==> src/hdl/pin_mux_pkg.sv <==
// Constants for the pin-shared function select multiplexer
package pin_mux_pkg;

  localparam int ADDR_W = 4;
  localparam int DATA_W = 8;
  localparam int NUM_REGS = 8;
  localparam int FIELD_W = 2;

  // Register offsets on the plain register port
  localparam logic [ADDR_W-1:0] ADDR_INPUT_ROUTE_SELECT_0 = 4'h0;
  localparam logic [ADDR_W-1:0] ADDR_INPUT_ROUTE_SELECT_1 = 4'h1;
  localparam logic [ADDR_W-1:0] ADDR_PORT_A_FUNCTION_SELECT_LO = 4'h2;
  localparam logic [ADDR_W-1:0] ADDR_PORT_A_FUNCTION_SELECT_HI = 4'h3;
  localparam logic [ADDR_W-1:0] ADDR_PORT_B_FUNCTION_SELECT_LO = 4'h4;
  localparam logic [ADDR_W-1:0] ADDR_PORT_B_FUNCTION_SELECT_HI = 4'h5;
  localparam logic [ADDR_W-1:0] ADDR_PORT_C_FUNCTION_SELECT_LO = 4'h6;
  localparam logic [ADDR_W-1:0] ADDR_PORT_C_FUNCTION_SELECT_HI = 4'h7;

  // Reset value and implemented bits
  localparam logic [DATA_W-1:0] SEL_RESET = 8'h00;
  localparam logic [DATA_W-1:0] INPUT_ROUTE_1_MASK = 8'h0f;
  localparam logic [DATA_W-1:0] FULL_MASK = 8'hff;

  // Field positions of pin n inside the 16-bit {hi, lo} select pair
  localparam int FLD_PIN0 = 0;
  localparam int FLD_PIN1 = 2;
  localparam int FLD_PIN2 = 4;
  localparam int FLD_PIN3 = 6;
  localparam int FLD_PIN4 = 8;
  localparam int FLD_PIN5 = 10;
  localparam int FLD_PIN6 = 12;
  localparam int FLD_PIN7 = 14;

  // Input route fields
  localparam int FLD_SDATA_SRC = 0;
  localparam int FLD_EXT_INTERRUPT_0_SRC = 0;
  localparam int FLD_EXT_INTERRUPT_1_SRC = 2;

  // Selection codes
  localparam logic [FIELD_W-1:0] FN_PRIMARY = 2'h0;
  localparam logic [FIELD_W-1:0] FN_ALT1 = 2'h1;
  localparam logic [FIELD_W-1:0] FN_ALT2 = 2'h2;
  localparam logic [FIELD_W-1:0] FN_ALT3 = 2'h3;

endpackage

==> src/hdl/pin_function_select_mux.sv <==
// Pin-shared function select registers and pad multiplexer for ports A, B and C
//
// Summary of operation
// Source select 0 low field routes serial data input from A2, C5, A5 or D3.
// Source select 1 low field takes ext interrupt 0 from B0 on 01, else A1.
// Bits 7 to 4 of source select 1 ignore writes and read zero.
// A3 gives general I/O, chip select, timer output or analog channel 1.
// A2 carries the shared serial data function on 01, else general I/O.
// A1 gives general I/O with interrupt 0, serial clock, inverted timer, analog 0.
// A0 carries transmit or SPI data out on 01, else general I/O.
// A7 gives I/O with interrupt 1, segment 2, transmit data, analog 6.
// A6 gives I/O with timer clock, segment 1, serial clock, analog 5.
// A5 gives I/O with timer capture, segment 0, serial data, analog 4.
// A4 becomes the reference voltage pin on 10, else general I/O.
// B0 gives I/O with interrupt 0, segment 3, chip select, analog 7.
// B2 and B1 become segments 5 and 4 on 01, else general I/O.
// B6 gives general I/O, timer output on 01, analog channel 2 on 11.
// B5 and B4 become segments 8 and 7 on 01, else general I/O.
// C3 to C0 become LCD common outputs 3 to 0 on 01.
// C7 becomes chip select on 01, else I/O with standard timer clock.
// C6 becomes the serial clock on 01, else general I/O.
// C5 carries the shared serial data function on 01, else general I/O.
// C4 carries transmit or SPI data out on 01, else general I/O.
// Software sets a pin as input when using it for a digital input.
// Source select 1 bits 3:2 take ext interrupt 1 from A7 on 01, else A4.
// Codes that fall back to general I/O leave the pin to port logic alone.
//
// The implementer's own choices: the register offsets and strobed register access.
`timescale 1ns/1ns
module pin_function_select_mux
  import pin_mux_pkg::*;
(
  input wire logic sys_clk,
  input wire logic resetn,
  input wire logic [ADDR_W-1:0] reg_addr,
  input wire logic [DATA_W-1:0] reg_wdata,
  input wire logic reg_wr,
  input wire logic reg_rd,
  output logic [DATA_W-1:0] reg_rdata,
  input wire logic [7:0] gpio_a_out,
  input wire logic [7:0] gpio_a_oe_n,
  input wire logic [7:0] gpio_b_out,
  input wire logic [7:0] gpio_b_oe_n,
  input wire logic [7:0] gpio_c_out,
  input wire logic [7:0] gpio_c_oe_n,
  output logic [7:0] gpio_a_in,
  output logic [7:0] gpio_b_in,
  output logic [7:0] gpio_c_in,
  input wire logic [7:0] pad_a_in,
  input wire logic [7:0] pad_b_in,
  input wire logic [7:0] pad_c_in,
  input wire logic pad_d3_in,
  output logic [7:0] pad_a_out,
  output logic [7:0] pad_a_oe_n,
  output logic [7:0] pad_b_out,
  output logic [7:0] pad_b_oe_n,
  output logic [7:0] pad_c_out,
  output logic [7:0] pad_c_oe_n,
  input wire logic txd_sdo_out,
  input wire logic sck_out,
  input wire logic sck_oe_n,
  input wire logic sdata_out,
  input wire logic sdata_oe_n,
  input wire logic scs_out,
  input wire logic scs_oe_n,
  input wire logic ptp_out,
  input wire logic periodic_timer_output_inverted_out,
  input wire logic [8:0] lcd_seg,
  input wire logic [3:0] lcd_com,
  output logic sdata_in,
  output logic ext_ext_interrupt_0_in,
  output logic ext_ext_interrupt_1_in,
  output logic periodic_timer_clock_in_in,
  output logic periodic_timer_capture_in_in,
  output logic std_timer_capture_input_in,
  output logic std_timer_clock_in_in,
  output logic [7:0] analog_en,
  output logic vref_en
);

  ////////////////////////////////////////////////////////////////////////////
  // Select registers

  logic [DATA_W-1:0] sel_reg [0:NUM_REGS-1];
  logic addr_hit;
  logic [2:0] addr_idx;

  assign addr_hit = (reg_addr < ADDR_W'(NUM_REGS));
  assign addr_idx = reg_addr[2:0];

  always_ff @(posedge sys_clk) begin
    if (!resetn) begin
      for (int i = 0; i < NUM_REGS; i++) begin
        sel_reg[i] <= SEL_RESET;
      end
    end else if (reg_wr && addr_hit) begin
      if (reg_addr == ADDR_INPUT_ROUTE_SELECT_1) begin
        sel_reg[addr_idx] <= reg_wdata & INPUT_ROUTE_1_MASK;
      end else begin
        sel_reg[addr_idx] <= reg_wdata & FULL_MASK;
      end
    end
  end

  // Unmapped offsets read as zero so software can probe safely
  always_ff @(posedge sys_clk) begin
    if (!resetn) begin
      reg_rdata <= SEL_RESET;
    end else if (reg_rd && addr_hit) begin
      reg_rdata <= sel_reg[addr_idx];
    end else begin
      reg_rdata <= SEL_RESET;
    end
  end

  logic [15:0] pa_sel;
  logic [15:0] pb_sel;
  logic [15:0] pc_sel;
  logic [7:0] src0;
  logic [7:0] src1;

  assign pa_sel = {sel_reg[ADDR_PORT_A_FUNCTION_SELECT_HI[2:0]],
                   sel_reg[ADDR_PORT_A_FUNCTION_SELECT_LO[2:0]]};
  assign pb_sel = {sel_reg[ADDR_PORT_B_FUNCTION_SELECT_HI[2:0]],
                   sel_reg[ADDR_PORT_B_FUNCTION_SELECT_LO[2:0]]};
  assign pc_sel = {sel_reg[ADDR_PORT_C_FUNCTION_SELECT_HI[2:0]],
                   sel_reg[ADDR_PORT_C_FUNCTION_SELECT_LO[2:0]]};
  assign src0 = sel_reg[ADDR_INPUT_ROUTE_SELECT_0[2:0]];
  assign src1 = sel_reg[ADDR_INPUT_ROUTE_SELECT_1[2:0]];

  ////////////////////////////////////////////////////////////////////////////
  // Pad input synchronisers

  logic [7:0] a_meta_reg;
  logic [7:0] b_meta_reg;
  logic [7:0] c_meta_reg;
  logic d3_meta_reg;
  logic [7:0] a_sync_reg;
  logic [7:0] b_sync_reg;
  logic [7:0] c_sync_reg;
  logic d3_sync_reg;

  always_ff @(posedge sys_clk) begin
    if (!resetn) begin
      a_meta_reg <= 8'h00;
      b_meta_reg <= 8'h00;
      c_meta_reg <= 8'h00;
      d3_meta_reg <= 1'b0;
      a_sync_reg <= 8'h00;
      b_sync_reg <= 8'h00;
      c_sync_reg <= 8'h00;
      d3_sync_reg <= 1'b0;
    end else begin
      a_meta_reg <= pad_a_in;
      b_meta_reg <= pad_b_in;
      c_meta_reg <= pad_c_in;
      d3_meta_reg <= pad_d3_in;
      a_sync_reg <= a_meta_reg;
      b_sync_reg <= b_meta_reg;
      c_sync_reg <= c_meta_reg;
      d3_sync_reg <= d3_meta_reg;
    end
  end

  assign gpio_a_in = a_sync_reg;
  assign gpio_b_in = b_sync_reg;
  assign gpio_c_in = c_sync_reg;

  ////////////////////////////////////////////////////////////////////////////
  // Input routing
  // Digital inputs share the general I/O code; the pin must also be set as
  // an input by software, this block does not force the direction

  always_ff @(posedge sys_clk) begin
    if (!resetn) begin
      sdata_in <= 1'b0;
      ext_ext_interrupt_0_in <= 1'b0;
      ext_ext_interrupt_1_in <= 1'b0;
      periodic_timer_clock_in_in <= 1'b0;
      periodic_timer_capture_in_in <= 1'b0;
      std_timer_capture_input_in <= 1'b0;
      std_timer_clock_in_in <= 1'b0;
    end else begin
      unique case (src0[FLD_SDATA_SRC +: FIELD_W])
        FN_PRIMARY: sdata_in <= a_sync_reg[2];
        FN_ALT1: sdata_in <= c_sync_reg[5];
        FN_ALT2: sdata_in <= a_sync_reg[5];
        FN_ALT3: sdata_in <= d3_sync_reg;
      endcase
      if (src1[FLD_EXT_INTERRUPT_0_SRC +: FIELD_W] == FN_ALT1) begin
        ext_ext_interrupt_0_in <= b_sync_reg[0];
      end else begin
        ext_ext_interrupt_0_in <= a_sync_reg[1];
      end
      if (src1[FLD_EXT_INTERRUPT_1_SRC +: FIELD_W] == FN_ALT1) begin
        ext_ext_interrupt_1_in <= a_sync_reg[7];
      end else begin
        ext_ext_interrupt_1_in <= a_sync_reg[4];
      end
      periodic_timer_clock_in_in <= a_sync_reg[6];
      periodic_timer_capture_in_in <= a_sync_reg[5];
      std_timer_capture_input_in <= a_sync_reg[4];
      std_timer_clock_in_in <= c_sync_reg[7];
    end
  end

  ////////////////////////////////////////////////////////////////////////////
  // Pad output multiplexer
  // Registered so pads never see a glitch while a select field is rewritten

  logic [7:0] a_out_next;
  logic [7:0] a_oe_n_next;
  logic [7:0] b_out_next;
  logic [7:0] b_oe_n_next;
  logic [7:0] c_out_next;
  logic [7:0] c_oe_n_next;
  logic [7:0] ana_next;
  logic vref_next;

  always_comb begin
    // Every fallback code leaves port data and direction in charge
    a_out_next = gpio_a_out;
    a_oe_n_next = gpio_a_oe_n;
    b_out_next = gpio_b_out;
    b_oe_n_next = gpio_b_oe_n;
    c_out_next = gpio_c_out;
    c_oe_n_next = gpio_c_oe_n;
    ana_next = 8'h00;
    vref_next = 1'b0;
    // Port A
    if (pa_sel[FLD_PIN0 +: FIELD_W] == FN_ALT1) begin
      a_out_next[0] = txd_sdo_out;
      a_oe_n_next[0] = 1'b0;
    end
    unique case (pa_sel[FLD_PIN1 +: FIELD_W])
      FN_PRIMARY: ;
      FN_ALT1: begin
        a_out_next[1] = sck_out;
        a_oe_n_next[1] = sck_oe_n;
      end
      FN_ALT2: begin
        a_out_next[1] = periodic_timer_output_inverted_out;
        a_oe_n_next[1] = 1'b0;
      end
      FN_ALT3: begin
        a_out_next[1] = 1'b0;
        a_oe_n_next[1] = 1'b1;
        ana_next[0] = 1'b1;
      end
    endcase
    if (pa_sel[FLD_PIN2 +: FIELD_W] == FN_ALT1) begin
      a_out_next[2] = sdata_out;
      a_oe_n_next[2] = sdata_oe_n;
    end
    unique case (pa_sel[FLD_PIN3 +: FIELD_W])
      FN_PRIMARY: ;
      FN_ALT1: begin
        a_out_next[3] = scs_out;
        a_oe_n_next[3] = scs_oe_n;
      end
      FN_ALT2: begin
        a_out_next[3] = ptp_out;
        a_oe_n_next[3] = 1'b0;
      end
      FN_ALT3: begin
        a_out_next[3] = 1'b0;
        a_oe_n_next[3] = 1'b1;
        ana_next[1] = 1'b1;
      end
    endcase
    if (pa_sel[FLD_PIN4 +: FIELD_W] == FN_ALT2) begin
      a_out_next[4] = 1'b0;
      a_oe_n_next[4] = 1'b1;
      vref_next = 1'b1;
    end
    unique case (pa_sel[FLD_PIN5 +: FIELD_W])
      FN_PRIMARY: ;
      FN_ALT1: begin
        a_out_next[5] = lcd_seg[0];
        a_oe_n_next[5] = 1'b0;
      end
      FN_ALT2: begin
        a_out_next[5] = sdata_out;
        a_oe_n_next[5] = sdata_oe_n;
      end
      FN_ALT3: begin
        a_out_next[5] = 1'b0;
        a_oe_n_next[5] = 1'b1;
        ana_next[4] = 1'b1;
      end
    endcase
    unique case (pa_sel[FLD_PIN6 +: FIELD_W])
      FN_PRIMARY: ;
      FN_ALT1: begin
        a_out_next[6] = lcd_seg[1];
        a_oe_n_next[6] = 1'b0;
      end
      FN_ALT2: begin
        a_out_next[6] = sck_out;
        a_oe_n_next[6] = sck_oe_n;
      end
      FN_ALT3: begin
        a_out_next[6] = 1'b0;
        a_oe_n_next[6] = 1'b1;
        ana_next[5] = 1'b1;
      end
    endcase
    unique case (pa_sel[FLD_PIN7 +: FIELD_W])
      FN_PRIMARY: ;
      FN_ALT1: begin
        a_out_next[7] = lcd_seg[2];
        a_oe_n_next[7] = 1'b0;
      end
      FN_ALT2: begin
        a_out_next[7] = txd_sdo_out;
        a_oe_n_next[7] = 1'b0;
      end
      FN_ALT3: begin
        a_out_next[7] = 1'b0;
        a_oe_n_next[7] = 1'b1;
        ana_next[6] = 1'b1;
      end
    endcase
    // Port B
    unique case (pb_sel[FLD_PIN0 +: FIELD_W])
      FN_PRIMARY: ;
      FN_ALT1: begin
        b_out_next[0] = lcd_seg[3];
        b_oe_n_next[0] = 1'b0;
      end
      FN_ALT2: begin
        b_out_next[0] = scs_out;
        b_oe_n_next[0] = scs_oe_n;
      end
      FN_ALT3: begin
        b_out_next[0] = 1'b0;
        b_oe_n_next[0] = 1'b1;
        ana_next[7] = 1'b1;
      end
    endcase
    if (pb_sel[FLD_PIN1 +: FIELD_W] == FN_ALT1) begin
      b_out_next[1] = lcd_seg[4];
      b_oe_n_next[1] = 1'b0;
    end
    if (pb_sel[FLD_PIN2 +: FIELD_W] == FN_ALT1) begin
      b_out_next[2] = lcd_seg[5];
      b_oe_n_next[2] = 1'b0;
    end
    if (pb_sel[FLD_PIN3 +: FIELD_W] == FN_ALT1) begin
      b_out_next[3] = lcd_seg[6];
      b_oe_n_next[3] = 1'b0;
    end
    if (pb_sel[FLD_PIN4 +: FIELD_W] == FN_ALT1) begin
      b_out_next[4] = lcd_seg[7];
      b_oe_n_next[4] = 1'b0;
    end
    if (pb_sel[FLD_PIN5 +: FIELD_W] == FN_ALT1) begin
      b_out_next[5] = lcd_seg[8];
      b_oe_n_next[5] = 1'b0;
    end
    if (pb_sel[FLD_PIN6 +: FIELD_W] == FN_ALT1) begin
      b_out_next[6] = ptp_out;
      b_oe_n_next[6] = 1'b0;
    end else if (pb_sel[FLD_PIN6 +: FIELD_W] == FN_ALT3) begin
      b_out_next[6] = 1'b0;
      b_oe_n_next[6] = 1'b1;
      ana_next[2] = 1'b1;
    end
    if (pb_sel[FLD_PIN7 +: FIELD_W] == FN_ALT1) begin
      b_out_next[7] = txd_sdo_out;
      b_oe_n_next[7] = 1'b0;
    end else if (pb_sel[FLD_PIN7 +: FIELD_W] == FN_ALT3) begin
      b_out_next[7] = 1'b0;
      b_oe_n_next[7] = 1'b1;
      ana_next[3] = 1'b1;
    end
    // Port C: commons on the low nibble
    for (int n = 0; n < 4; n++) begin
      if (pc_sel[2*n +: FIELD_W] == FN_ALT1) begin
        c_out_next[n] = lcd_com[n];
        c_oe_n_next[n] = 1'b0;
      end
    end
    if (pc_sel[FLD_PIN4 +: FIELD_W] == FN_ALT1) begin
      c_out_next[4] = txd_sdo_out;
      c_oe_n_next[4] = 1'b0;
    end
    if (pc_sel[FLD_PIN5 +: FIELD_W] == FN_ALT1) begin
      c_out_next[5] = sdata_out;
      c_oe_n_next[5] = sdata_oe_n;
    end
    if (pc_sel[FLD_PIN6 +: FIELD_W] == FN_ALT1) begin
      c_out_next[6] = sck_out;
      c_oe_n_next[6] = sck_oe_n;
    end
    if (pc_sel[FLD_PIN7 +: FIELD_W] == FN_ALT1) begin
      c_out_next[7] = scs_out;
      c_oe_n_next[7] = scs_oe_n;
    end
  end

  // Pads released (not driven) during reset
  always_ff @(posedge sys_clk) begin
    if (!resetn) begin
      pad_a_out <= 8'h00;
      pad_a_oe_n <= 8'hff;
      pad_b_out <= 8'h00;
      pad_b_oe_n <= 8'hff;
      pad_c_out <= 8'h00;
      pad_c_oe_n <= 8'hff;
      analog_en <= 8'h00;
      vref_en <= 1'b0;
    end else begin
      pad_a_out <= a_out_next;
      pad_a_oe_n <= a_oe_n_next;
      pad_b_out <= b_out_next;
      pad_b_oe_n <= b_oe_n_next;
      pad_c_out <= c_out_next;
      pad_c_oe_n <= c_oe_n_next;
      analog_en <= ana_next;
      vref_en <= vref_next;
    end
  end
endmodule

==> config.mk <==
export PLATFORM = sky130hd
export DESIGN_NAME = pin_function_select_mux
export DESIGN_NICKNAME = d
export VERILOG_FILES = /design/src/hdl/pin_mux_pkg.sv /design/src/hdl/pin_function_select_mux.sv
export SDC_FILE = /design/constraint.sdc
export NUM_CORES = 1
export LEC_CHECK = 0
export ABC_AREA = 1
export BUFFER_PORTS_ARGS = -buffer_cell sky130_fd_sc_hd__buf_2
export CORE_ASPECT_RATIO = 0.8
export CORE_UTILIZATION = 40
export DETAILED_ROUTE_END_ITERATION = 8
export PLACE_DENSITY = 0.62
export SYNTH_ARGS = -nofsm -noshare
export SYNTH_HDL_FRONTEND = slang
export SYNTH_SLANG_ARGS = --single-unit
==> constraint.sdc <==
create_clock -name sys_clk -period 4.4 [get_ports sys_clk]
set_clock_uncertainty 0.15 [all_clocks]
set_input_delay 0.66 -clock sys_clk [delete_from_list [all_inputs] [get_ports sys_clk]]
set_output_delay 0.66 -clock sys_clk [all_outputs]
set_load 0.005 [all_outputs]
==> flow_metrics.py <==
metrics = {
    "synthesis": {
        "syn_avg_cell_area_um2": 8.67,
        "yosys.area_share.simple_pct": 24.9,
        "synth_area_leader_cell": "dfxtp_1",
        "netlist_area_um2": 6930,
        "synth-adder-area-share_pct": 0,
        "ys_ff_latch": 186,
        "synth_top_area_share_pct": 35.3,
        "yosysSeqAreaShare_pct": 63.0,
        "ys_top_cells_by_area": "dfxtp_1, edfxtp_1, nand2_1",
        "synth-compound-area-share_pct": 2.87,
        "synth_top_family_by_area": "simple AND/OR/NAND/NOR gates",
        "syn_inst": 799,
        "synthXorXnorAreaFrac_pct": 0,
        "synthDistinctLibCells": 24,
        "ys_warn_count": 0,
        "synth_mux_area_share_pct": 0,
    },
    "layout": {
        "layout-drive-gt1-share_pct": 25.4,
        "largest_register_ffs": 64,
        "stdcell_area_um2": 8700,
        "nNetsFinal": 1119,
        "syn2layout_area_growth_pct": 25.6,
        "mostFrequentLayoutCells": "nand2_1, buf_2, inv_1",
        "final_common_cell": "nand2_1",
        "antenna_cells": 0,
    },
    "floorplanning": {
        "rows": 42,
        "num_io_pins": 207,
        "initial_core_util_pct": 41.3,
        "die_x_um": 149,
        "die_area_um2": 17900,
        "core_area_um2": 16800,
        "die_h_um": 120,
    },
    "cts": {
        "cts_resized": 0,
        "cts_sinks": 186,
        "cts_buffer_depth": 2,
        "clk_latency_ns": 0.43,
        "clk_pin_slew_ns": 0.07,
        "cts_tree": "done",
        "htree_levels": 4,
        "post_cts_buffers": 0,
        "hold_buffers": 0,
        "root_buffer": "clkbuf_16",
        "cts_buffers": 17,
    },
    "placement": {
        "dp_hpwl_um": 12900,
        "placed_cell_area_um2": 8140,
        "place.gp.congestion": 0.866,
        "port_buffers": 206,
    },
    "global_route": {
        "grt_pass1_vias": 5296,
        "grt.overflow.total": 0,
        "grt_pass1_wl_um": 27300,
        "grt_use_total_pct": 20.5,
        "grt_start_max_net_pins": 76,
        "grt_antenna_before_repair": 0,
    },
    "timing": {
        "finalHoldViolCount": 0,
        "finalSetupViolCount": 0,
        "maxSlewHeadroom_pct": 50.0,
        "post-route-period-util_pct": 47.7,
        "rsz0062_at_grt": "no",
        "finalCriticalPeriod_ns": 2.10,
        "setup-tns-final_ns": 0,
        "worst_pin_slew_ns": 0.751,
        "max_freq_ghz": 0.477,
        "final-max-slew-violation-count": 0,
    },
    "setup_path": {
        "r2r_slack_ns": 3.04,
        "critPathLaunch": "reg_addr[0]",
        "cp_max_fo": 35,
        "r2r_end": "reg_rdata[0]$_SDFF_PN0_",
        "crit_end": "sel_reg[1][3]$_SDFFCE_PN0P_",
        "critical_path_class": "input pin to flop",
        "critPathArrivalTime_ns": 2.05,
        "r2r_cells": 6,
        "cp.required_ns": 4.35,
        "r2r-start": "sel_reg[4][0]$_SDFFCE_PN0P_",
        "start_kind": "input pin",
        "cp-end-kind": "flop",
    },
    "detailed_routing": {
        "dr_total_vias": 5638,
        "drc": 0,
        "firstDrtPassIters": 5,
        "antenna_left": 0,
        "drt_iter0_drc": 454,
        "wire_per_inst_um": 14.2,
        "wirelength_um": 17600,
        "via_per_inst": 4.54,
    },
    "run": {
        "drv_cap": 0,
    },
    "outcome": {
        "status": "finished, final reports clean",
    },
    "worst_hold_path": {
        "hold_path.class": "input pin to flop",
        "holdPathStages": 3,
    },
    "power_and_ir_drop": {
        "power.density_nw_per_um2": 423,
        "p_leak_uw": 0.00459,
        "peakVddDrop_v": 0.000259,
    },
}
logic make-up after synthesis:
logic type,Yosys count
AO/OA/AOI/OAI,37
flip-flops,186
buffers and inverters,158
other,1
AND/OR/NAND/NOR,417
power breakdown:
group | total [uW] | leakage (uW) | internal [uW] | switching (uW)
combinational | 314 | 0.00269 | 121 | 193
sequential | 1910 | 0.00162 | 1870 | 38.8
clock | 1460 | 0.000272 | 746 | 712
total | 3680 | 0.00459 | 2740 | 943
layout make-up:
type / count / area, um2
well taps: 220 / 275
multi-input cells: 458 / 1940
inverters: 137 / 517
fillers: 1633 / 8070
repair buffers: 208 / 1050
clock inverters: 15 / 129
clock buffers: 17 / 425
flip-flops and latches: 186 / 4360
metrics by stage:
stage / util [%] / worst slack [ns] / power, uW / hold slack, ns / std cells
6_report: 51.9 / 2.30 / 3680 / 0.252 / 1241
2_1_floorplan: - / 2.50 / 2100 / 0.240 / 802
3_3_place_gp: 48.6 / 1.90 / 2260 / 0.242 / 1209
4_1_cts: 51.9 / 2.31 / 3710 / 0.233 / 1241
3_5_place_dp: 48.6 / 1.84 / 2260 / 0.248 / 1209
5_1_grt: 51.9 / 2.14 / 3830 / 0.239 / 1241
routing by layer:
metal  up-vias  GRT usage [%]  part of all wire (%)
li1       2866              -                     -
met1      2529           27.3                    46
met2       226           32.2                    45
met3        17           5.86                   8.0
met4         0           6.19                   1.1
met5         -              0                     0
synthesized netlist by cell type:
| cell type | count |
|---|---|
| o21ai_0 | 6 |
| nand3_4 | 1 |
| nor3_1 | 2 |
| nand2_1 | 228 |
| nand3_1 | 72 |
| nor2_2 | 1 |
| inv_1 | 132 |
| o211ai_1 | 1 |
| a21oi_2 | 1 |
| nand2_2 | 7 |
| inv_2 | 4 |
| and2_1 | 1 |
| buf_1 | 2 |
| buf_4 | 4 |
| buf_6 | 1 |
| conb_1 | 1 |
| inv_4 | 1 |
| edfxtp_1 | 64 |
| nor2_4 | 4 |
| nor2_1 | 101 |
| dfxtp_1 | 122 |
| buf_2 | 14 |
| a21oi_1 | 23 |
| a31oi_1 | 6 |
worst max-delay path, stage by stage:
cell     delay, ns
buf_2         0.08
buf_4         0.34
inv_4         0.22
nor2_4        0.25
nand2_1       0.17
nand2_1       0.32
worst min-delay path by stage:
stage / endpoint / slack (ns) / from
6_report: pad_a_oe_n[4]$_SDFF_PP1_ / 0.25 / gpio_a_oe_n[4]
5_1_grt: c_meta_reg[2]$_SDFF_PN0_ / 0.24 / pad_c_in[2]
4_1_cts: b_meta_reg[7]$_SDFF_PN0_ / 0.23 / pad_b_in[7]
3_5_place_dp: gpio_b_in[7]$_SDFF_PN0_ / 0.25 / b_meta_reg[7]$_SDFF_PN0_
3_3_place_gp: gpio_a_in[6]$_SDFF_PN0_ / 0.24 / a_meta_reg[6]$_SDFF_PN0_
2_1_floorplan: d3_sync_reg$_SDFF_PN0_ / 0.24 / d3_meta_reg$_SDFF_PN0_
Note: power is estimated with default switching activity, not from simulation.
